`src/rtl/power_save_defines.vh`:
```
`ifndef POWER_SAVE_DEFINES_VH
`define POWER_SAVE_DEFINES_VH

// ------------------------------------------------------------
// Register map
// ------------------------------------------------------------
`define ADDR_W              4
`define ADDR_REGULATOR      4'h0
`define ADDR_DOZE_IDLE      4'h1
`define ADDR_STATUS         4'h2

// ------------------------------------------------------------
// Field positions
// ------------------------------------------------------------
`define REG_KEEP_BIT        0
`define REG_LOWPOWER_BIT    1
`define DZ_RATIO_LSB        0
`define DZ_RATIO_MSB        2
`define DZ_ON_RETURN_BIT    4
`define DZ_RECOVER_BIT      5
`define DZ_ACTIVE_BIT       6
`define DZ_IDLE_SEL_BIT     7

// ------------------------------------------------------------
// Reset values and masks
// ------------------------------------------------------------
`define REGULATOR_RESET     8'h01
`define REGULATOR_MASK      8'h03
`define DOZE_IDLE_RESET     8'h00
`define DOZE_IDLE_MASK      8'hF7
`define ZERO8               8'h00

// ------------------------------------------------------------
// Timing
// ------------------------------------------------------------
`define CLK_PERIOD_NS       50
`define LP_SETTLE_NS        2000
`define WAKE_READY_W        8

`endif

```
`src/rtl/cpu_power_save_control.v`:
```
`timescale 1ns/1ps
`include "power_save_defines.vh"

// Notes on behaviour
// - Regulator low-power bit picks low-power regulator in Sleep when set.
// - Waking from low-power Sleep adds a regulator settling delay.
// - Normal regulator mode stays active; Sleep exit has no extra delay.
// - Regulator register bit 0 resets to one; software keeps it set.
// - Idle select set: sleep halts CPU and memory, peripherals run.
// - Idle select clear: sleep enters full Sleep, CPU clock stops.
// - Any interrupt ends Idle, even if disabled; idle select unchanged.
// - With recover-on-interrupt and doze, the Idle-ending interrupt gives full speed.
// - Watchdog timeout in Idle wakes, no reset, doze bit unchanged.
// - Clock output, when enabled (active low), keeps running in Idle.
// - Idle/Doze keep oscillator and peripheral clocks; Sleep stops oscillator and instruction clock.
// - Doze active: CPU runs at the ratio; clear: every cycle.
// - Ratio field 000..111 gives 1:2 up to 1:256.
// - Recover-on-interrupt: interrupt entry clears doze active.
// - Doze-on-return: return from ISR sets doze active.
// - Debug forces full speed without changing stored doze active.
// - Doze runs one CPU cycle then idles the rest of the ratio.
// - Interrupt in doze with recover: prefetched instruction at full speed.
module cpu_power_save_control #(
  parameter SETTLE_CYCLES = (`LP_SETTLE_NS + `CLK_PERIOD_NS - 1)
                            / `CLK_PERIOD_NS
) (
  input  wire       clk,
  input  wire       arst_n,
  input  wire [3:0] addr,
  input  wire [7:0] wdata,
  input  wire       wr_en,
  input  wire       rd_en,
  output reg  [7:0] rdata,
  input  wire       sleep_exec,
  input  wire       irq_pending,
  input  wire       isr_entry,
  input  wire       return_from_isr,
  input  wire       wdt_timeout,
  input  wire       in_circuit_debug,
  input  wire       clock_out_enable_n,
  input  wire       osc_ready,
  output reg        cpu_cycle_en,
  output reg        cpu_clk_en,
  output reg        periph_clk_en,
  output reg        osc_clk_en,
  output reg        clock_out_en,
  output reg        regulator_lowpower,
  output reg        wdt_reset_block,
  output reg        wake_pulse,
  output reg        in_idle,
  output reg        in_sleep
);

  // ------------------------------------------------------------
  // Power states
  // ------------------------------------------------------------
  localparam [1:0] ST_RUN    = 2'b00;
  localparam [1:0] ST_IDLE   = 2'b01;
  localparam [1:0] ST_SLEEP  = 2'b10;
  localparam [1:0] ST_SETTLE = 2'b11;
  localparam [15:0] SETTLE_N = SETTLE_CYCLES;

  // Doze period length minus one for a ratio code
  function [7:0] doze_last;
    input [2:0] code;
    begin
      doze_last = (8'h02 << code) - 8'h01;
    end
  endfunction

  // ------------------------------------------------------------
  // Input synchronisers for pin-level inputs
  // ------------------------------------------------------------
  reg clkout_meta;
  reg clkout_n_s;
  reg dbg_meta;
  reg dbg_s;

  always @(posedge clk or negedge arst_n) begin
    if (!arst_n) begin
      clkout_meta <= 1'b1;
      clkout_n_s  <= 1'b1;
      dbg_meta    <= 1'b0;
      dbg_s       <= 1'b0;
    end else begin
      clkout_meta <= clock_out_enable_n;
      clkout_n_s  <= clkout_meta;
      dbg_meta    <= in_circuit_debug;
      dbg_s       <= dbg_meta;
    end
  end

  // ------------------------------------------------------------
  // Registers
  // ------------------------------------------------------------
  reg        regulator_lowpower_sel;
  reg        regulator_keep;
  reg        idle_select;
  reg        doze_active;
  reg        recover_on_irq;
  reg        doze_on_return;
  reg  [2:0] doze_ratio;
  reg  [1:0] state;
  reg  [1:0] next_state;
  reg [15:0] settle_cnt;
  reg  [7:0] doze_cnt;
  reg        recover_hold;

  wire wr_reg  = wr_en && (addr == `ADDR_REGULATOR);
  wire wr_doze = wr_en && (addr == `ADDR_DOZE_IDLE);
  wire awake   = (state == ST_RUN);

  always @(posedge clk or negedge arst_n) begin
    if (!arst_n) begin
      regulator_lowpower_sel <= 1'b0;
      regulator_keep         <= 1'b1;
    end else if (wr_reg) begin
      regulator_lowpower_sel <= wdata[`REG_LOWPOWER_BIT];
      regulator_keep         <= wdata[`REG_KEEP_BIT];
    end
  end

  always @(posedge clk or negedge arst_n) begin
    if (!arst_n) begin
      idle_select    <= 1'b0;
      recover_on_irq <= 1'b0;
      doze_on_return <= 1'b0;
      doze_ratio     <= 3'b000;
    end else if (wr_doze) begin
      idle_select    <= wdata[`DZ_IDLE_SEL_BIT];
      recover_on_irq <= wdata[`DZ_RECOVER_BIT];
      doze_on_return <= wdata[`DZ_ON_RETURN_BIT];
      doze_ratio     <= wdata[`DZ_RATIO_MSB:`DZ_RATIO_LSB];
    end
  end

  // Hardware set/clear of doze active outranks the bus write
  always @(posedge clk or negedge arst_n) begin
    if (!arst_n) begin
      doze_active <= 1'b0;
    end else if (isr_entry && recover_on_irq) begin
      doze_active <= 1'b0;
    end else if (return_from_isr && doze_on_return) begin
      doze_active <= 1'b1;
    end else if (wr_doze) begin
      doze_active <= wdata[`DZ_ACTIVE_BIT];
    end
  end

  // ------------------------------------------------------------
  // Power state machine
  // ------------------------------------------------------------
  always @* begin
    next_state = state;
    case (state)
      ST_RUN: begin
        if (sleep_exec && !irq_pending)
          next_state = idle_select ? ST_IDLE : ST_SLEEP;
      end
      ST_IDLE: begin
        if (irq_pending || wdt_timeout)
          next_state = ST_RUN;
      end
      ST_SLEEP: begin
        if (irq_pending || wdt_timeout)
          next_state = regulator_lowpower_sel ? ST_SETTLE
                                              : ST_RUN;
      end
      ST_SETTLE: begin
        if (settle_cnt == 16'h0000 && osc_ready)
          next_state = ST_RUN;
      end
      default: next_state = ST_RUN;
    endcase
  end

  always @(posedge clk or negedge arst_n) begin
    if (!arst_n) begin
      state      <= ST_RUN;
      settle_cnt <= 16'h0000;
    end else begin
      state <= next_state;
      if (state == ST_SLEEP && next_state == ST_SETTLE)
        settle_cnt <= SETTLE_N - 16'h0001;
      else if (settle_cnt != 16'h0000)
        settle_cnt <= settle_cnt - 16'h0001;
    end
  end

  // ------------------------------------------------------------
  // Doze cycle gating
  // ------------------------------------------------------------
  wire doze_eff = doze_active && !dbg_s && !recover_hold;

  always @(posedge clk or negedge arst_n) begin
    if (!arst_n) begin
      doze_cnt     <= 8'h00;
      recover_hold <= 1'b0;
    end else begin
      // Pending interrupt with recovery runs the prefetched op at speed
      if (irq_pending && recover_on_irq && doze_active)
        recover_hold <= 1'b1;
      else if (isr_entry || !doze_active)
        recover_hold <= 1'b0;
      if (!doze_eff || !awake || doze_cnt >= doze_last(doze_ratio))
        doze_cnt <= 8'h00;
      else
        doze_cnt <= doze_cnt + 8'h01;
    end
  end

  // ------------------------------------------------------------
  // CPU execution outputs
  // ------------------------------------------------------------
  always @(posedge clk or negedge arst_n) begin
    if (!arst_n) begin
      cpu_cycle_en <= 1'b0;
    end else begin
      cpu_cycle_en <= (next_state == ST_RUN) &&
                      (!doze_eff || doze_cnt == 8'h00);
    end
  end

  always @(posedge clk or negedge arst_n) begin
    if (!arst_n) begin
      cpu_clk_en <= 1'b1;
    end else begin
      cpu_clk_en <= (next_state == ST_RUN);
    end
  end

  // ------------------------------------------------------------
  // Clock source outputs
  // ------------------------------------------------------------
  always @(posedge clk or negedge arst_n) begin
    if (!arst_n) begin
      periph_clk_en <= 1'b1;
    end else begin
      periph_clk_en <= (next_state != ST_SLEEP) &&
                       (next_state != ST_SETTLE);
    end
  end

  always @(posedge clk or negedge arst_n) begin
    if (!arst_n) begin
      osc_clk_en <= 1'b1;
    end else begin
      osc_clk_en <= (next_state != ST_SLEEP);
    end
  end

  always @(posedge clk or negedge arst_n) begin
    if (!arst_n) begin
      clock_out_en <= 1'b0;
    end else begin
      clock_out_en <= !clkout_n_s &&
                      (next_state != ST_SLEEP);
    end
  end

  // ------------------------------------------------------------
  // Regulator and watchdog outputs
  // ------------------------------------------------------------
  always @(posedge clk or negedge arst_n) begin
    if (!arst_n) begin
      regulator_lowpower <= 1'b0;
    end else begin
      regulator_lowpower <= (next_state == ST_SLEEP) &&
                            regulator_lowpower_sel;
    end
  end

  always @(posedge clk or negedge arst_n) begin
    if (!arst_n) begin
      wdt_reset_block <= 1'b0;
    end else begin
      wdt_reset_block <= (next_state == ST_IDLE);
    end
  end

  // ------------------------------------------------------------
  // Power state outputs
  // ------------------------------------------------------------
  always @(posedge clk or negedge arst_n) begin
    if (!arst_n) begin
      wake_pulse <= 1'b0;
    end else begin
      wake_pulse <= !awake && (next_state == ST_RUN);
    end
  end

  always @(posedge clk or negedge arst_n) begin
    if (!arst_n) begin
      in_idle <= 1'b0;
    end else begin
      in_idle <= (next_state == ST_IDLE);
    end
  end

  always @(posedge clk or negedge arst_n) begin
    if (!arst_n) begin
      in_sleep <= 1'b0;
    end else begin
      in_sleep <= (next_state == ST_SLEEP) ||
                  (next_state == ST_SETTLE);
    end
  end

  // ------------------------------------------------------------
  // Read-back
  // ------------------------------------------------------------
  always @(posedge clk or negedge arst_n) begin
    if (!arst_n) begin
      rdata <= `ZERO8;
    end else begin
      if (rd_en) begin
        case (addr)
          `ADDR_REGULATOR:
            rdata <= {6'b000000, regulator_lowpower_sel,
                      regulator_keep} & `REGULATOR_MASK;
          `ADDR_DOZE_IDLE:
            rdata <= {idle_select, doze_active, recover_on_irq,
                      doze_on_return, 1'b0, doze_ratio}
                     & `DOZE_IDLE_MASK;
          `ADDR_STATUS:
            rdata <= {4'b0000, doze_eff, in_sleep, in_idle,
                      cpu_cycle_en};
          default: rdata <= `ZERO8;
        endcase
      end else begin
        rdata <= `ZERO8;
      end
    end
  end

endmodule

```
`config.mk`:
```
export PLATFORM = sky130hd
export DESIGN_NAME = cpu_power_save_control
export DESIGN_NICKNAME = d
export VERILOG_FILES = /design/src/rtl/cpu_power_save_control.v
export VERILOG_INCLUDE_DIRS = /design/src /design/src/rtl
export SDC_FILE = /design/constraint.sdc
export NUM_CORES = 1
export LEC_CHECK = 0
export ABC_AREA = 1
export BUFFER_PORTS_ARGS = -buffer_cell sky130_fd_sc_hd__buf_2
export CAP_MARGIN = 20
export CORE_ASPECT_RATIO = 1.2
export CORE_MARGIN = 1.5
export CORE_UTILIZATION = 60
export DETAILED_ROUTE_END_ITERATION = 16
export GPL_TIMING_DRIVEN = 0
export HOLD_SLACK_MARGIN = 0.15
export PLACE_DENSITY = 0.83
export SLEW_MARGIN = 30
export SYNTH_ARGS = -nofsm -noshare
export SYNTH_HDL_FRONTEND = slang
export SYNTH_SLANG_ARGS = --single-unit
```
`constraint.sdc`:
```
create_clock -name clk -period 2.8 [get_ports clk]
set_input_delay 0.56 -clock clk [delete_from_list [all_inputs] [get_ports clk]]
set_output_delay 0.56 -clock clk [all_outputs]
set_load 0.01 [all_outputs]
```
# Word-level counts from Yosys, hierarchy flattened
# Index checks and enable logic that the tools add are counted.
op_classes:
  addsub: 3
  order_cmp: 1
  eq_ne: 10
  shifts: 1
  muxes: 17
  n_reduce_logical: 38
ops:
  columns: ["op", "n"]
  rows:
  - ["$mux 16", 2]
  - ["$pmux 8 s3", 1]
  - ["$logic_and 1x1->1", 16]
  - ["$logic_not 16->1", 1]
  - ["$mux 8", 2]
  - ["$reduce_bool 16->1", 1]
  - ["$sub 16x1->16 const B", 1]
  - ["$mux 2", 6]
  - ["$add 8x1->8 const B", 1]
  - ["$eq 2x2->1 const B", 4]
  - ["$ge 8x8->1", 1]
  - ["$logic_not 8->1", 1]
  - ["$pmux 2 s4", 1]
  - ["$shl 2x3->8 const A", 1]
  - ["$sub 8x1->8 const B", 1]
  - ["$logic_not 1->1", 7]
  - ["$logic_or 1x1->1", 6]
  - ["$mux 1", 5]
  - ["$eq 2x1->1 const B", 2]
  - ["$eq 4x1->1 const B", 1]
  - ["$eq 4x2->1 const B", 1]
  - ["$logic_not 2->1", 2]
  - ["$logic_not 4->1", 1]
  - ["$ne 2x2->1 const B", 2]
  - ["2 further kinds", 3]
word_totals:
  ff_bits: 57
  in_bits: 24
  output_inout_bits: 18
  elab_cells: 95

# Longest topological paths before layout
depth:
  depth_word: 7
  mapped_depth: 13
  mapped_depth_nobuf: 13

# Least setup slack after synthesis
# OpenSTA, ideal clock, no wires.
synth_timing:
  path_type: "register to register"
  from: "register doze_ratio[1]"
  to: "register doze_cnt[0]"
  setup_time_ns: 0.078
  arrival_ns: 1.599
  t_required_ns: 2.722
  path_slack_ns: 1.123
  path_stages_with_launch: 9
  synth_period_minus_slack_ns: 1.677
  cell_sequence: "dfrtp_1 > or2_2 > nor2_1 > ha_1 > a21oi_1 > o21ai_0 > nand4_1 > nand4_1 > nor2_1"
synth_between:
  elab_chain_len: 5
synth_rtl:
  columns: ["element", "line_no", "rtl"]
  rows:
  - ["start, declared", "cpu_power_save_control.v:102", "reg [2:0] doze_ratio;"]
  - ["start signal, assigned", "cpu_power_save_control.v:133", "doze_ratio <= wdata[`DZ_RATIO_MSB:`DZ_RATIO_LSB];"]
  - ["$shl 2x3->8", "cpu_power_save_control.v:67", "doze_last = (8'h02 << code) - 8'h01;"]
  - ["$sub 8x1->8", "cpu_power_save_control.v:67", null]
  - ["$ge 8x8->1", "cpu_power_save_control.v:205", "if (!doze_eff || !awake || doze_cnt >= doze_last(doze_ratio))"]
  - ["$logic_or 1x1->1", "cpu_power_save_control.v:205", null]
  - ["$mux 8", "cpu_power_save_control.v:205", null]
  - ["end signal, assigned", "cpu_power_save_control.v:208", "doze_cnt <= doze_cnt + 8'h01;"]
  - ["end, declared", "cpu_power_save_control.v:106", "reg [7:0] doze_cnt;"]
# Every way passes these cells.
# A chain may end at the register's enable or synchronous reset.

# Worst setup path after layout
layout_timing:
  from: "register doze_ratio[1]"
  to: "register doze_cnt[6]"
# The elaborated chain is that of the path after synthesis.

==> impl_metrics.csv <==
group,metric,value,unit
worst_setup_path,critPathMaxStageDelay,460,ps
outcome,outcome,"finished, final reports clean",
logic_synthesis,synth.cell_area,0.00288,mm2
logic_synthesis,synth_top_family_by_area,"simple AND/OR/NAND/NOR gates",
timing,rsz0062_at_grt,"no",
global_route,grt_pass1_wl,9950,um
worst_setup_path,reg2reg_slack,770,ps
timing,fmax,493,MHz
clock_tree,path_clk_slew,60,ps
global_route,grt_pass1_vias,2343,
worst_setup_path,start_kind,"flop",
worst_setup_path,crit_arrival,2270,ps
worst_setup_path,critPathLaunch,"doze_ratio[1]$_DFFE_PN0P_",
logic_synthesis,netlist_top_cells_area,"dfrtp_1 44%, nand2_1 7.8%, nor2_1 6.4%",
timing,setup_slack,771,ps
worst_setup_path,rr_endpoint,"doze_cnt[6]$_DFF_PN0_",
worst_setup_path,critPathRequiredTime,3040,ps
clock_tree,clkLatencyLatePin,330,ps
clock_tree,cts_tree,"yes",
placed_design,io_buffers,40,
timing,worst_pin_slew,689,ps
worst_setup_path,critical_path_buf_inv_count,0,
drt,drt-vias-per-instance,5.14,
floorplan,rows,27,
finish,area_growth,16.5,%
drt,ant_nets,0,
logic_synthesis,synthCells,338,
timing,holdWs,269,ps
worst_setup_path,reg2reg_from,"doze_ratio[1]$_DFFE_PN0P_",
worst_setup_path,reg2reg_depth,8,
drt,detail_route.first_pass.iterations,4,
logic_synthesis,synthFlopType,"dfrtp_1",
pwr,leakage,1.75,nW
finish,fillers,365,
finish,diodes,0,
logic_synthesis,synth-edff-count,0,
logic_synthesis,synth_top_area_share,0.443,
clock_tree,cts_buffers,9,
logic_synthesis,synth_most_common_cell,"nand2_1",
global_route,grt_overflow,0,
clock_tree,cts.path.max_buffers,2,
placed_design,post-dp-hpwl,4440,um
pwr,p_per_area,841,mW/mm2
finish,drive_gt1_frac,0.239,
placed_design,gp_congestion,0.845,
drt,drcViolationCount,0,
clock_tree,cts_max_level,3,
logic_synthesis,ys_seq_elements,57,
timing,tns,0,ps
global_route,grt_util_met1,0.274,
clock_tree,clk_root_buffer_cell,"clkbuf_8",
logic_synthesis,synth_warnings,0,
worst_setup_path,critPathKind,"flop to flop",
logic_synthesis,syn-num-nets,373,
logic_synthesis,synth_cell_type_count,34,
drt,wl_per_cell,13.2,um
logic_synthesis,synthMuxAreaShare,0,
floorplan,core-area,0.00459,mm2
global_route,busiest_layer,"met2",
logic_synthesis,yosysTopAreaCell,"dfrtp_1",
clock_tree,post_cts_buffers,0,
worst_setup_path,cp_slowest_cell,"dfrtp_1",
clock_tree,cts_resized,0,
timing,skew,9.86,ps
worst_setup_path,end_kind,"flop",
floorplan,fp.dieH,78.9,um
logic_synthesis,synth_area_per_cell,8.53,um2
timing,fin_crit,2030,ps
placed_design,dpl_worst_slack,798,ps
global_route,use_met2,0.473,
global_route,track_usage,0.259,
logic_synthesis,synth-simple-area-share,0.285,
global_route,grt_max_degree,58,
drt,wl,5950,um
floorplan,die_w,66.3,um
worst_hold_path,hold_path_class,"input pin to asynchronous set/reset pin",
floorplan,start_util,0.627,
timing,fin_crit_sh,0.725,
global_route,antenna_found_initial,0,
floorplan,dieArea,0.00523,mm2
finish,layout.nets,424,
clock_tree,clkSinkCount,57,
drt,via_count,2325,
timing,maxSlewViolCount,0,
clock_tree,ctsHoldBuffers,0,
logic_synthesis,synth_compound_area_frac,0.0699,
drt,first_iter_violations,156,
pwr,ir_worst_vdd,0.522,mV
logic_synthesis,synthAdderAreaFrac,0.0478,
logic_synthesis,synth_xor_area_frac,0.0274,
run,cap_viol_max_count,0,
logic_synthesis,ys_seq_area_frac,0.498,
timing,setup_viol,0,
worst_setup_path,worstPathCellList,"or2_2, nor2_1, ha_1, a21oi_1, o21ai_0, nand4_1, nand4_1, nor2_1",
worst_setup_path,cp_top_family,"simple AND/OR/NAND/NOR gates",
logic_synthesis,async_reset_ff_frac,1.00,
timing,slew_headroom,0.540,
worst_setup_path,cp_max_fo,8,
global_route,grt_use_met3,0.0652,
logic_synthesis,synthTopCellsByCount,"60 x nand2_1, 51 x dfrtp_1, 49 x nor2_1, 42 x inv_1, 23 x nand3_1",
floorplan,io_pins,42,
timing,finalHoldViolations,0,
-- final cells by class --
class	count	area, um2	share of cell area
buffer	3	16.3	0.00485
sequential	57	1430	0.427
clock buffer	13	159	0.0474
multi-input combinational	227	1240	0.370
inverter	51	191	0.0570
clock inverter	3	40.0	0.0119
tap	58	72.6	0.0216
timing repair buffer	40	203	0.0604
-- state kept, by name, summed over array words and instances (netlist names), 2 cells and up --
| name | cells |
|---|---|
| doze_cnt | 8 |
| doze_ratio | 3 |
| state | 2 |
| rdata | 8 |
| settle_cnt | 16 |
-- worst max path at each step --
stage | endpoint | slack [ps] | cells after the start
4_1_cts | doze_cnt[6]$_DFF_PN0_ | 780 | 8
3_3_place_gp | doze_cnt[4]$_DFF_PN0_ | 880 | 8
5_1_grt | doze_cnt[6]$_DFF_PN0_ | 550 | 8
3_5_place_dp | doze_cnt[6]$_DFF_PN0_ | 800 | 8
2_1_floorplan | doze_cnt[0]$_DFF_PN0_ | 1120 | 8
6_report | doze_cnt[6]$_DFF_PN0_ | 770 | 8
-- per-layer routing --
metal | vias to the layer above | share of wire
met5 | - | 0
met1 | 1079 | 0.40
met3 | 13 | 0.037
met2 | 54 | 0.54
met4 | 0 | 0.021
li1 | 1179 | -
-- cells in the final DEF (no fill, tap or decap), drive strengths merged, types with 11 or more instances in the layout --
cell type | netlist | final
o21ai | 17 | 17
a21oi | 13 | 13
inv | 51 | 51
nand2 | 67 | 67
clkbuf | 1 | 14
nor2 | 59 | 59
nand3 | 26 | 26
dfrtp | 51 | 51
buf | 2 | 42
ha | 11 | 11
-- through the flow --
| step | power, W | utilization | area (um2) | cells |
|---|---|---|---|---|
| after floorplan | 0.00182 | - | 2880 | 338 |
| after global placement | 0.00203 | 0.687 | 3150 | 436 |
| after detailed placement | 0.00208 | 0.687 | 3160 | 436 |
| after CTS | 0.00284 | 0.730 | 3360 | 452 |
| after global routing | 0.00302 | 0.730 | 3360 | 452 |
| final | 0.00282 | 0.730 | 3360 | 452 |
-- kinds of logic after synthesis --
kind of cell | count (synthesis)
and+or+nand+nor | 172
DFF | 57
buffers and inverters | 54
AOI/OAI and AO/OA | 35
adders and majority gates | 11
xor gates and xnor gates | 9
-- power breakdown --
part / internal, W / leakage [nW] / switching, W
combinational: 0.000320 / 0.928 / 0.000559
sequential: 0.00103 / 0.723 / 0.000155
clock: 0.000457 / 0.103 / 0.000304
total: 0.00180 / 1.75 / 0.00102
No activity file was read; power rests on OpenSTA's default activity.
